==> config.mk <==
export PLATFORM = sky130hd
export DESIGN_NAME = uart_interrupt_level_mask_status
export DESIGN_NICKNAME = d
export VERILOG_FILES = /design/src/irq_ctl_pkg.sv /design/src/uart_interrupt_level_mask_status.sv
export SDC_FILE = /design/constraint.sdc
export NUM_CORES = 1
export LEC_CHECK = 0
export BUFFER_PORTS_ARGS = -buffer_cell sky130_fd_sc_hd__buf_2
export CELL_PAD_IN_SITES_DETAIL_PLACEMENT = 2
export CELL_PAD_IN_SITES_GLOBAL_PLACEMENT = 2
export CORE_MARGIN = 2
export CORE_UTILIZATION = 30
export CTS_BUF_LIST = sky130_fd_sc_hd__clkbuf_4
export CTS_CLUSTER_DIAMETER = 80
export DETAILED_ROUTE_END_ITERATION = 8
export PLACE_DENSITY_LB_ADDON = 0.1
export SLEW_MARGIN = 20
export SYNTH_ARGS = -nofsm -noshare
export SYNTH_HDL_FRONTEND = slang
export SYNTH_SLANG_ARGS = --single-unit
export TNS_END_PERCENT = 100
==> constraint.sdc <==
create_clock -name clk -period 2.45 [get_ports clk]
set_clock_uncertainty 0.2 [all_clocks]
set_input_delay 0.1225 -clock clk [delete_from_list [all_inputs] [get_ports clk]]
set_output_delay 0.1225 -clock clk [all_outputs]
set_load 0.01 [all_outputs]
==> src/irq_ctl_pkg.sv <==
// constants and types for the serial port interrupt control block
`default_nettype none
package irq_ctl_pkg;
  localparam int          ADDR_W          = 8;
  localparam int          FILL_W          = 6;
  localparam int          NSRC            = 11;
  localparam int          FIFO_DEPTH      = 32;
  localparam int          TIMEOUT_TICKS   = 511;
  localparam int          TO_W            = 9;

  localparam logic [7:0]  OFS_CTRL        = 8'h30;
  localparam logic [7:0]  OFS_LEVEL       = 8'h34;
  localparam logic [7:0]  OFS_MASK        = 8'h38;
  localparam logic [7:0]  OFS_RAW         = 8'h3C;
  localparam logic [7:0]  OFS_MASKED      = 8'h40;
  localparam logic [7:0]  OFS_CLEAR       = 8'h44;

  localparam int          CTRL_EN_BIT     = 0;
  localparam int          CTRL_IR_BIT     = 1;
  localparam int          RX_LVL_LSB      = 3;
  localparam int          TX_LVL_LSB      = 0;
  localparam int          LVL_W           = 6;

  localparam int          BIT_OVERRUN     = 10;
  localparam int          BIT_BREAK       = 9;
  localparam int          BIT_PARITY      = 8;
  localparam int          BIT_FRAMING     = 7;
  localparam int          BIT_RX_TIMEOUT  = 6;
  localparam int          BIT_TX          = 5;
  localparam int          BIT_RX          = 4;

  localparam logic [1:0]  CTRL_RESET      = 2'h0;
  localparam logic [5:0]  LEVEL_RESET     = 6'h00;
  localparam logic [10:0] MASK_RESET      = 11'h000;
  localparam logic [10:0] RAW_RESET       = 11'h000;

  // line events from the receive path and modem inputs, one-cycle pulses
  typedef struct packed {
    logic       overrun;
    logic       brk;
    logic       parity;
    logic       framing;
    logic [3:0] modem;
  } line_evt_t;

  typedef struct packed {
    logic               sel;
    logic               enable;
    logic               write;
    logic [ADDR_W-1:0]  addr;
    logic [31:0]        wdata;
  } apb_req_t;
endpackage : irq_ctl_pkg
`default_nettype wire

==> src/uart_interrupt_level_mask_status.sv <==
// interrupt level, mask and status logic of the serial port
`default_nettype none
module uart_interrupt_level_mask_status
  import irq_ctl_pkg::*;
#(
  parameter int DEPTH = FIFO_DEPTH
) (
  input  wire logic              clk,
  input  wire logic              rst_n,
  input  wire apb_req_t          apb_req,
  output logic [31:0]            prdata,
  output logic                   pready,
  output logic                   pslverr,
  input  wire line_evt_t         line_evt,
  input  wire logic [FILL_W-1:0] rx_fill,
  input  wire logic [FILL_W-1:0] tx_fill,
  input  wire logic              rx_push,
  input  wire logic              sixteen_x_baud_tick,
  input  wire logic              frame_busy,
  output logic                   plain_active,
  output logic                   infrared_active,
  output logic                   combined_irq_out
);

  logic [1:0]        ctrl_q;
  logic [LVL_W-1:0]  level_q;
  logic [NSRC-1:0]   mask_q;
  logic [NSRC-1:0]   raw_q;
  logic [NSRC-1:0]   masked_q;
  logic [NSRC-1:0]   set_d;
  logic [NSRC-1:0]   clr_d;
  logic [FILL_W-1:0] rx_prev_q;
  logic [FILL_W-1:0] tx_prev_q;
  logic [FILL_W-1:0] rx_thr;
  logic [FILL_W-1:0] tx_thr;
  logic [2:0]        rx_level_code;
  logic [2:0]        tx_level_code;
  logic              rx_up_d;
  logic              tx_down_d;
  logic              to_hit_d;
  logic              clr_wr;
  logic [NSRC-1:0]   masked_d;
  logic [TO_W-1:0]   to_cnt_q;
  logic              active_q;
  logic              setup;
  logic              wr;
  logic [31:0]       rd_d;
  logic              hit_d;

  assign setup = apb_req.sel & ~apb_req.enable;
  assign wr    = setup & apb_req.write;

  function automatic logic [FILL_W-1:0] thr_of(input logic [2:0] code);
    logic [FILL_W-1:0] t;
    t = '0;
    unique case (code)
      3'h0:    t = FILL_W'(DEPTH / 8);
      3'h1:    t = FILL_W'(DEPTH / 4);
      3'h2:    t = FILL_W'(DEPTH / 2);
      3'h3:    t = FILL_W'(DEPTH * 3 / 4);
      default: t = FILL_W'(DEPTH * 7 / 8); // reserved codes act as 7/8
    endcase
    return t;
  endfunction : thr_of

  assign rx_level_code = level_q[RX_LVL_LSB +: 3];
  assign tx_level_code = level_q[TX_LVL_LSB +: 3];
  assign rx_thr        = thr_of(rx_level_code);
  assign tx_thr        = thr_of(tx_level_code);

  // crossing detectors: a fill that merely sits on the level fires nothing
  assign rx_up_d   = rx_prev_q <= rx_thr && rx_fill > rx_thr;
  assign tx_down_d = tx_prev_q >= tx_thr && tx_fill < tx_thr;
  assign to_hit_d  = sixteen_x_baud_tick && rx_fill != '0 && !rx_push
                     && to_cnt_q == TO_W'(TIMEOUT_TICKS - 1);
  assign clr_wr    = wr && apb_req.addr == OFS_CLEAR;
  assign masked_d  = raw_q & mask_q;

  // registers written in the setup phase
  always_ff @(posedge clk or negedge rst_n) begin
    if (!rst_n) begin
      ctrl_q <= CTRL_RESET;
    end else if (wr && apb_req.addr == OFS_CTRL) begin
      ctrl_q <= apb_req.wdata[1:0];
    end
  end

  // only the two level fields are stored, upper bits are dropped
  always_ff @(posedge clk or negedge rst_n) begin
    if (!rst_n) begin
      level_q <= LEVEL_RESET;
    end else if (wr && apb_req.addr == OFS_LEVEL) begin
      level_q <= apb_req.wdata[LVL_W-1:0];
    end
  end

  always_ff @(posedge clk or negedge rst_n) begin
    if (!rst_n) begin
      mask_q <= MASK_RESET;
    end else if (wr && apb_req.addr == OFS_MASK) begin
      mask_q <= apb_req.wdata[NSRC-1:0];
    end
  end

  // disable holds active_q until the frame in flight ends; clearing the IR bit still drops infrared_active at the next edge
  always_ff @(posedge clk or negedge rst_n) begin
    if (!rst_n) begin
      active_q        <= 1'b0;
      plain_active    <= 1'b0;
      infrared_active <= 1'b0;
    end else begin
      active_q        <= ctrl_q[CTRL_EN_BIT] | (active_q & frame_busy);
      plain_active    <= active_q & ~ctrl_q[CTRL_IR_BIT];
      infrared_active <= active_q & ctrl_q[CTRL_IR_BIT];
    end
  end

  // previous fills, so a crossing needs both sides of the level
  always_ff @(posedge clk or negedge rst_n) begin
    if (!rst_n) begin
      rx_prev_q <= '0;
    end else begin
      rx_prev_q <= rx_fill;
    end
  end

  always_ff @(posedge clk or negedge rst_n) begin
    if (!rst_n) begin
      tx_prev_q <= '0;
    end else begin
      tx_prev_q <= tx_fill;
    end
  end

  // timeout counter restarts on every new byte so only idle data trips it
  always_ff @(posedge clk or negedge rst_n) begin
    if (!rst_n) begin
      to_cnt_q <= '0;
    end else if (rx_fill == '0 || rx_push) begin
      to_cnt_q <= '0;
    end else if (sixteen_x_baud_tick && to_cnt_q != TO_W'(TIMEOUT_TICKS)) begin
      to_cnt_q <= to_cnt_q + TO_W'(1);
    end
  end

  always_comb begin
    set_d                 = '0;
    set_d[BIT_OVERRUN]    = line_evt.overrun;
    set_d[BIT_BREAK]      = line_evt.brk;
    set_d[BIT_PARITY]     = line_evt.parity;
    set_d[BIT_FRAMING]    = line_evt.framing;
    set_d[3:0]            = line_evt.modem;
    set_d[BIT_RX_TIMEOUT] = to_hit_d;
    set_d[BIT_RX]         = rx_up_d;
    set_d[BIT_TX]         = tx_down_d;
    clr_d                 = clr_wr ? apb_req.wdata[NSRC-1:0] : '0;
  end

  // set wins over a clear in the same cycle
  always_ff @(posedge clk or negedge rst_n) begin
    if (!rst_n) begin
      raw_q <= RAW_RESET;
    end else begin
      raw_q <= (raw_q & ~clr_d) | set_d;
    end
  end

  always_ff @(posedge clk or negedge rst_n) begin
    if (!rst_n) begin
      masked_q <= '0;
    end else begin
      masked_q <= masked_d;
    end
  end

  // irq taken from the same product as the masked view, so both agree
  always_ff @(posedge clk or negedge rst_n) begin
    if (!rst_n) begin
      combined_irq_out <= 1'b0;
    end else begin
      combined_irq_out <= |masked_d;
    end
  end

  always_comb begin
    rd_d  = '0;
    hit_d = 1'b1;
    unique case (apb_req.addr)
      OFS_CTRL:   rd_d[1:0]      = ctrl_q;
      OFS_LEVEL:  rd_d[LVL_W-1:0] = level_q;
      OFS_MASK:   rd_d[NSRC-1:0] = mask_q;
      OFS_RAW:    rd_d[NSRC-1:0] = raw_q;
      OFS_MASKED: rd_d[NSRC-1:0] = masked_q;
      OFS_CLEAR:  rd_d           = '0;
      default:    hit_d          = 1'b0;
    endcase
  end

  // zero-wait slave: answer registered in setup, presented in access
  always_ff @(posedge clk or negedge rst_n) begin
    if (!rst_n) begin
      prdata  <= '0;
      pready  <= 1'b0;
      pslverr <= 1'b0;
    end else begin
      pready  <= setup;
      pslverr <= setup & ~hit_d;
      prdata  <= (setup && !apb_req.write) ? rd_d : '0;
    end
  end

endmodule : uart_interrupt_level_mask_status
`default_nettype wire

; ---- Yosys cells after proc, flatten, opt, wreduce, memory -nomap -nowiden
; Index checks and enable logic that the tools add are counted.
[totals]
ff_bits = 79
[classes]
bitwise = 14
n_lt_le_gt_ge = 4
reduce_logical = 21
mux = 10
eq_ne = 14
add_sub_neg = 1
[ops]
columns = op, n
row1 = $pmux W5 S4, 2
row2 = $eq A8 B6 Y1 const B, 4
row3 = $and A11 B11 Y11, 2
row4 = $mux W11, 2
row5 = $mux W9, 2
row6 = $eq A8 B7 Y1 const B, 2
row7 = $pmux W4 S4, 1
row8 = $pmux W5 S3, 1
row9 = $eq A3 B2 Y1 const B, 4
row10 = $logic_and A1 B1 Y1, 11
row11 = $not A11 Y11, 1
row12 = $or A11 B11 Y11, 1
row13 = $reduce_or A11 Y1, 1
row14 = $pmux W2 S5, 1
row15 = $add A9 B1 Y9 const B, 1
row16 = $eq A9 B9 Y1 const B, 1
row17 = $ne A9 B9 Y1 const B, 1
row18 = $and A1 B1 Y1, 6
row19 = $eq A3 B1 Y1 const B, 2
row20 = $ge A6 B6 Y1, 1
row21 = $gt A6 B6 Y1, 1
row22 = $le A6 B6 Y1, 1
row23 = $logic_not A3 Y1, 2
row24 = $logic_not A6 Y1, 1
row25 = other kinds (9), 12

; ---- Logic depth before layout (Yosys ltp)
; Gate-level depths: netlist of run 1.
[logic_depth]
ltp_word = 8
depth_mapped = 9
ltp_nobuf = 8

; ---- Worst setup path before layout of run 1
; Ideal clock, no wire load.
[synth_path]
path_kind = reg2reg
startpoint = register raw_q[10]
endpoint = register combined_irq_out
synth_period_minus_slack_ns = 1.973
arrival_time_ns = 1.635
path_slack_ns = 0.477
required_time_ns = 2.112
n_path_buf = 0
path_stages_with_launch = 5
setup_time_ns = 0.138
path_cell_list = dfrtp_1 and2_4 or4_1 nor4_1 or4b_1
[synth_between]
elab_chain_cells = 2
[synth_lines]
columns = item, line
row1 = start: declaration, uart_interrupt_level_mask_status.sv:28  ; logic [NSRC-1:0] raw_q;
row2 = start signal: assignment, uart_interrupt_level_mask_status.sv:164  ; raw_q <= (raw_q & ~clr_d) | set_d;
row3 = $and A11 B11 Y11, uart_interrupt_level_mask_status.sv:77  ; assign masked_d = raw_q & mask_q;
row4 = net masked_d[10], uart_interrupt_level_mask_status.sv:42  ; logic [NSRC-1:0] masked_d;
row5 = $reduce_or A11 Y1, uart_interrupt_level_mask_status.sv:181  ; combined_irq_out <= |masked_d;
row6 = end signal: assignment, uart_interrupt_level_mask_status.sv:181
row7 = end: declaration, uart_interrupt_level_mask_status.sv:22  ; output logic combined_irq_out
; The timed path passes the listed nets, and every way through them passes these cells.
; A chain may end at the register's enable or synchronous reset.

; ---- Worst setup path after layout of run 1
[layout_path]
startpoint = input apb_req[32] (netlist bit)
endpoint = register raw_q[10]
[layout_between]
elab_chain_cells = 6
[layout_lines]
columns = item, line
row1 = start: declaration, uart_interrupt_level_mask_status.sv:10  ; input wire apb_req_t apb_req,
row2 = $eq A8 B7 Y1, uart_interrupt_level_mask_status.sv:76  ; assign clr_wr = wr && apb_req.addr == OFS_CLEAR;
row3 = $logic_and A1 B1 Y1, uart_interrupt_level_mask_status.sv:76
row4 = $mux W11, uart_interrupt_level_mask_status.sv:156  ; clr_d = clr_wr ? apb_req.wdata[NSRC-1:0] : '0;
row5 = $not A11 Y11, uart_interrupt_level_mask_status.sv:164
row6 = $and A11 B11 Y11, uart_interrupt_level_mask_status.sv:164
row7 = $or A11 B11 Y11, uart_interrupt_level_mask_status.sv:164
; Every way passes these cells.

==> results of run 1 <==
==> logic make-up after synthesis <==
logic type | after synthesis | share of synthesized area (%)
AO/OA/AOI/OAI | 45 | 8.74
multiplexers | 32 | 9.70
buffers and inverters | 35 | 6.01
XOR/XNOR | 7 | 1.67
other | 1 | 0.102
flip-flops | 79 | 54.0
AND/OR/NAND/NOR | 100 | 15.0
adder cells (fa/ha/maj) | 14 | 4.78
==> where the power goes <==
part / leakage, nW / internal (mW) / total, mW / switching, mW
clock: 0.0780 / 0.326 / 0.795 / 0.468
combinational: 1.18 / 0.130 / 0.266 / 0.137
sequential: 1.02 / 1.33 / 1.34 / 0.0142
total: 2.28 / 1.78 / 2.40 / 0.619
==> Yosys cell counts (3+ instances only) <==
cell type / instances
dfrtp_1: 79
nor2b_1: 4
nor2_1: 27
nand4_1: 6
nor4_1: 3
buf_4: 23
a21o_1: 11
and2_1: 12
a22oi_1: 9
mux2_2: 28
ha_1: 14
xor2_1: 6
nor3_1: 4
inv_1: 6
clkbuf_1: 4
nand3_1: 3
nand2_1: 23
o21ai_0: 5
a21oi_1: 7
mux2i_1: 4
==> stage by stage <==
stage / utilization (%) / instances / power [mW] / setup WS [ns]
after floorplan: - / 333 / 1.49 / 0.477
after global placement: 34.4 / 521 / 1.57 / 0.351
after detailed placement: 34.4 / 521 / 1.58 / 0.268
after CTS: 40.0 / 591 / 2.45 / 0.00238
after global routing: 40.2 / 593 / 2.55 / 0.00124
final: 40.2 / 593 / 2.40 / 0.0590
==> cell type report <==
type / count / area [um2]
sequential: 79 / 1980
tap: 147 / 184
clock buffer: 11 / 82.6
timing repair buffer: 126 / 945
fill: 1287 / 7150
multi-input combinational: 219 / 1550
inverter: 6 / 22.5
clock inverter: 5 / 48.8
==> state kept, by name (all words and copies together) (netlist names), 2 cells and up <==
register   cells
tx_prev_q      6
to_cnt_q       9
ctrl_q         2
level_q        6
rx_prev_q      6
prdata        11
masked_q      11
mask_q        11
raw_q         11
==> routing by layer <==
| metal | part of all wire (%) | routed length (um) | track usage (%) | vias up |
|---|---|---|---|---|
| met4 | 2.0 | 198 | 6.67 | 0 |
| li1 | - | - | - | 1311 |
| met3 | 3.2 | 317 | 3.44 | 13 |
| met5 | 0 | 0 | 0 | - |
| met1 | 44 | 4360 | 20.1 | 1380 |
| met2 | 51 | 4990 | 27.5 | 54 |
==> critical path, stage by stage <==
cell and delay (ns):
dlygate4sd3_1 0.53, buf_2 0.15, or4b_4 0.55, nor3_4 0.19, buf_6 0.18, nand2_1 0.07, a21o_2 0.20, dlygate4sd3_1 0.54
==> worst paths after layout <==
path | startpoint | to | slack (ns) | cells after the start
setup / recovery | apb_req[32] | raw_q[10] | 0.06 | 8
hold / removal | rst_n | level_q[2] | 0.01 | 2
setup reg to reg | mask_q[8] | combined_irq_out | 0.26 | 4
hold reg to reg | masked_q[6] | prdata[6] | 0.31 | 2
max in group asynchronous | rst_n | to_cnt_q[0] | 1.44 | 3
min in group clk | apb_req[39] | prdata[1] | 0.05 | 4
==> what timing repair did <==
| action | in CTS | in global routing |
|---|---|---|
| endpoints found under the setup margin | 0 | 4 |
| hold buffers | 54 | 0 |
| setup buffers | 0 | 1 |
| endpoints found under the hold margin | 140 | 0 |
| resized for setup | 0 | 4 |
==> results.ini, run 1 <==
[yosys]
synth_cells=313
async_reset_ff_share_pct=100
syn_area_per_cell_um2=11.7
synthTopCellsByArea=dfrtp_1, mux2_2, ha_1
synth_seq_cells=79
synth_top_cell_by_area=dfrtp_1
ys.flop_type=dfrtp_1
ys.warnings.count=0
synth.yosys.seq_area_share_pct=54.0
yosysTopAreaCellShare_pct=54.0
synth-edff-count=0
synth_cell_types=46
synth_area_um2=3660

[hold_path]
hold_class=in2async

[placement]
dp_hpwl_um=6610
placed_cell_area_um2=4110
portBuffers=62
gp_congestion=0.759

[layout]
insertedDiodeCount=0
layout_common_cells=dfrtp_1, buf_2, dlygate4sd3_1
fin_nets=523
final_area_um2=4810
area.growth.synth_to_final_pct=31.2
drive_above_1_share_pct=28.0
final_common_cell=dfrtp_1

[sta]
max_freq_mhz=418
slew_headroom_pct=48.1
fin_crit_sh_pct=97.6
finalHoldViolations=0
setup_viol=0
hold-worst-slack_ns=0.0135
slew_viol_final=0
period_needed_ns=2.39
tightest_slew_ns=0.770
fin_setup_tns_ns=0
rsz0062_at_grt=no

[cts]
cts_tree=built
worstSkewPairLatency_ns=0.46
numCtsBuffers=9
h-tree-depth=3
cts_root_buf=clkbuf_4
clk_path_buf_depth=2
cts_num_sinks=79
clkSlewWorstSetupHoldPaths_ns=0.13

[critical_path]
arrival_ns=2.54
cp_max_fo=6
crit_required_ns=2.60
critPathKind=in2reg
cp-end-kind=flop
worstSetupStartpointType=input port

[routing]
viasPerCell=4.65
drtIter0Drc=52
drc=0
firstDrtPassIters=4
ant_nets=0
wl_per_cell_um=16.6
num_vias=2758
wl_um=9860

[floorplanning]
dieWidth_um=115
dieHeight_um=115
start_util_pct=30.6
core.rowCount=40
die-area_um2=13100
design.core.area_um2=12000
pin_count=105

[power_and_ir_drop]
powerDensity_nw_per_um2=500
peakVddDrop_mv=0.248
leakagePower_nw=2.28

[global_route]
grt_pass1_wl_um=16100
track_usage_pct=16.3
grt_pass1_vias=3095
grt_max_degree=48
antenna_found_initial=0
grt_overflow_total=0

[run]
max-cap-violations=0

[outcome]
status=complete, no violations

Power figures use the tool's default switching activity.
==> run 2: changes to the inputs <==
RECOVER_POWER = 100   (was unset)
==> results.ini, run 2 (synthesized netlist as in run 1, its figures left out) <==
[outcome]
status=complete, no violations

[routing]
ant_nets=0
drc=0
firstDrtPassIters=4
num_vias=2758
wl_um=9880
wl_per_cell_um=16.7
drtIter0Drc=52
viasPerCell=4.65

[global_route]
antenna_found_initial=0
grt_max_degree=48
grt_pass1_wl_um=16100
grt_pass1_vias=3095
grt_overflow_total=0
track_usage_pct=16.3

[sta]
fin_setup_tns_ns=0
finalHoldViolations=0
slew_viol_final=0
period_needed_ns=2.38
rsz0062_at_grt=no
setup_viol=0
tightest_slew_ns=1.23
max_freq_mhz=421
slew_headroom_pct=18.3
fin_crit_sh_pct=97.0

[placement]
dp_hpwl_um=6610
placed_cell_area_um2=4110
gp_congestion=0.759
portBuffers=62
dp_cells=521

[cts]
clk_path_buf_depth=2
clkSlewWorstSetupHoldPaths_ns=0.12
cts_tree=built
numCtsBuffers=9
worstSkewPairLatency_ns=0.46
cts_num_sinks=79
h-tree-depth=3
cts_root_buf=clkbuf_4

[floorplanning]
core.rowCount=40
dieWidth_um=115
start_util_pct=30.6
dieHeight_um=115
design.core.area_um2=12000
die-area_um2=13100
pin_count=105

[run]
max-cap-violations=0

[critical_path]
critPathKind=in2reg
cp_max_fo=6
cp-startpoint=apb_req[32]
r2r_start=raw_q[10]
crit_top_cell=dlygate4sd3_1
cp.buffers_inverters=4
cp-end-kind=flop
crit_required_ns=2.60
slowest_delay_ns=0.55
worstSetupStartpointType=input port
arrival_ns=2.53
crit_family=buffers and inverters
cp_slowest_cell=or4b_4
crit_path_cell_trace=dlygate4sd3_1, clkbuf_1, or4b_4, nor3_4, buf_6, nand2_1, a21o_2, dlygate4sd3_1

[layout]
n_fill_cell=1311
layout_common_cells=dfrtp_1, dlygate4sd3_1, buf_2
final_util_pct=39.4
fin_cells=593
area.growth.synth_to_final_pct=28.7
fin_nets=523
final_common_cell=dfrtp_1
final_area_um2=4710
insertedDiodeCount=0
drive_above_1_share_pct=20.4

[power_and_ir_drop]
peakVddDrop_mv=0.248
power_frac_comb_pct=10.7
internal_power_mw=1.78
p_sw_uw=617
switching_share_pct=25.8
power_frac_seq_pct=56.1
leakagePower_nw=2.14
clock_power_share_pct=33.2
power_mw=2.39
powerDensity_nw_per_um2=508

[hold_path]
min_from=apb_req[39]
hold_class=in2reg

## run 2: changes by cell type in the layout (fill, tap and decap cells not counted), moves of 3 or more
cell / change
clkbuf_1: +30
buf_4: -5
and2_0: +11
clkbuf_2: +3
and2_1: -10
buf_2: -27
## run 2: repair_timing
action / 4_1_cts / 5_1_grt
hold endpoints to repair: 140 / 0
hold buffers: 54 / 0
setup buffers: 0 / 1
gates resized for setup: 0 / 4
setup endpoints to repair: 0 / 4
## run 2: final cells by class
type,count,area [um2],share of cell area [%]
clock inverter,5,48.8,1.04
tap,147,184,3.90
timing repair buffer,126,880,18.7
multi-input combinational,219,1520,32.2
clock buffer,11,82.6,1.75
sequential,79,1980,41.9
inverter,6,22.5,0.478
## run 2: worst reg2reg max path, delay by kind of cell, from the launching register on
kind	cells	cell delay [ns]
simple gates	4	1.49
flops	1	0.41
## run 2: routing by layer
| layer | wire, um | global-route usage (%) | up-vias |
|---|---|---|---|
| met3 | 326 | 3.44 | 13 |
| li1 | - | - | 1308 |
| met5 | 0 | 0 | - |
| met1 | 4380 | 20.1 | 1383 |
| met2 | 4970 | 27.5 | 54 |
| met4 | 203 | 6.67 | 0 |
## run 2: path summary, 6_finish.rpt
path,endpoint,slack (ns),cells after the start
worst min-delay path,prdata[1],0.04,4
max in group asynchronous,rx_prev_q[0],0.48,3
worst max-delay path,raw_q[10],0.07,8
worst max register to register,combined_irq_out,0.25,4
worst min register to register,prdata[6],0.31,2
min in group asynchronous,level_q[2],0.24,2
## run 2: per-stage QoR
step           hold WS [ns]  setup WS (ns)
6_report             0.0397         0.0727
5_1_grt              0.0881        0.00328
4_1_cts             0.00843        0.00238
3_5_place_dp       -0.00615          0.268
3_3_place_gp       -0.00940          0.351
2_1_floorplan        -0.373          0.477
## run 2: power groups by stage
stage                     sequential, mW  clock [mW]  combinational, mW
final                               1.34       0.795              0.255
after global routing                1.35       0.898              0.290
after CTS                           1.34       0.834              0.270
after detailed placement            1.37           0              0.215
after global placement              1.37           0              0.208
after floorplan                     1.37           0              0.122
==> run 3: changes to the inputs <==
CORE_MARGIN = unset   (was 2)
SETUP_SLACK_MARGIN = 0.4   (was unset)
==> results.ini, run 3 (synthesized netlist as in run 1, its figures left out) <==
[outcome]
status=complete, no violations

[global_route]
track_usage_pct=16.8
antenna_found_initial=0
grt_pass1_vias=3123
grt_pass1_wl_um=16100
grt_overflow_total=0
grt_max_degree=47

[sta]
setup_viol=0
fin_crit_sh_pct=88.3
fin_setup_tns_ns=0
slew_headroom_pct=43.9
rsz0062_at_grt=yes
slew_viol_final=0
finalHoldViolations=0
period_needed_ns=2.16
tightest_slew_ns=0.841
max_freq_mhz=462

[floorplanning]
die-area_um2=12700
dieWidth_um=113
pin_count=105
core.rowCount=39
design.core.area_um2=11700
dieHeight_um=113
start_util_pct=31.4

[critical_path]
critPathKind=in2reg
arrival_ns=2.31
worstSetupStartpointType=input port
r2r_end=combined_irq_out
r2r_cells=4
cp_max_fo=11
reg2reg_slack_ns=0.38
crit_required_ns=2.60
crit_end=raw_q[10]
cp-end-kind=flop
r2r_start=raw_q[10]
cp-startpoint=apb_req[42]

[cts]
cts_root_buf=clkbuf_4
clkSlewWorstSetupHoldPaths_ns=0.14
cts_tree=built
numCtsBuffers=9
cts_num_sinks=79
h-tree-depth=3
worstSkewPairLatency_ns=0.45
clk_path_buf_depth=2

[power_and_ir_drop]
peakVddDrop_mv=0.275
powerDensity_nw_per_um2=518
leakagePower_nw=2.18
power_mw=2.50

[routing]
viasPerCell=4.69
ant_nets=0
drtIter0Drc=51
firstDrtPassIters=5
wl_per_cell_um=16.3
drc=0
wl_um=9750
num_vias=2805

[layout]
n_fill_cell=1262
final_common_cell=dfrtp_1
drive_above_1_share_pct=22.0
multi_input_area_um2=1550
seq_area_um2=1980
insertedDiodeCount=0
area.growth.synth_to_final_pct=32.0
fin_nets=532
layout_common_cells=dfrtp_1, dlygate4sd3_1, buf_2, clkbuf_1, mux2_2

[placement]
gp_congestion=0.724
dp_hpwl_um=6470
portBuffers=62

[hold_path]
hold_class=in2reg

[run]
max-cap-violations=0

==> run 3: worst max-delay path: stages <==
cell and delay, ns:
dlygate4sd3_1 0.53, clkbuf_1 0.13, nand3b_1 0.14, nor3_1 0.18, clkbuf_2 0.36, nand2_1 0.09, a21o_2 0.21, dlygate4sd3_1 0.55
==> run 3: report_power, final <==
part | total, mW | leakage (nW) | internal [mW] | switching [mW]
Sequential | 1.34 | 1.02 | 1.33 | 0.0133
Combinational | 0.270 | 1.08 | 0.131 | 0.139
Clock | 0.891 | 0.0859 | 0.430 | 0.462
Total | 2.50 | 2.18 | 1.89 | 0.613
==> run 3: area by class of cell <==
type	instances	share of cell area (%)
sequential	79	40.9
multi-input combinational	219	32.0
timing repair buffer	135	19.8
tap	143	3.70
clock buffer	11	1.71
clock inverter	5	1.50
inverter	6	0.466
==> run 3: per-layer routing <==
metal | vias to the layer above | part of all wire, % | global-route usage [%]
li1 | 1329 | - | -
met1 | 1408 | 46 | 21.0
met2 | 56 | 50 | 28.9
met3 | 12 | 2.8 | 2.92
met4 | 0 | 1.7 | 6.67
met5 | - | 0 | 0
==> run 3: stage by stage <==
stage / util [%] / instances / area (um2) / worst slack [ns] / hold slack (ns)
2_1_floorplan: - / 333 / 3740 / 0.477 / -0.373
3_3_place_gp: 35.1 / 516 / 4100 / 0.362 / -0.0815
3_5_place_dp: 35.1 / 516 / 4100 / 0.327 / -0.0773
4_1_cts: 41.7 / 593 / 4860 / 0.399 / 0.0375
5_1_grt: 41.5 / 598 / 4830 / 0.198 / 0.0597
6_report: 41.5 / 598 / 4830 / 0.287 / 0.0557
==> run 3: timing repair <==
action,in CTS,in global routing
endpoints found under the setup margin,4,21
hold buffers,56,1
endpoints found under the hold margin,140,1
pin swaps,2,5
buffers inserted,5,5
gates resized for setup,1,10
==> run 3: worst min path at each step <==
stage / start / to / slack [ns] / cells past startpoint
after floorplan: rst_n / active_q / -0.37 / 0
after global placement: rst_n / to_cnt_q[1] / -0.08 / 1
after detailed placement: rst_n / to_cnt_q[1] / -0.08 / 1
after CTS: apb_req[39] / prdata[1] / 0.04 / 4
after global routing: apb_req[34] / prdata[6] / 0.06 / 4
final: apb_req[34] / prdata[6] / 0.06 / 4
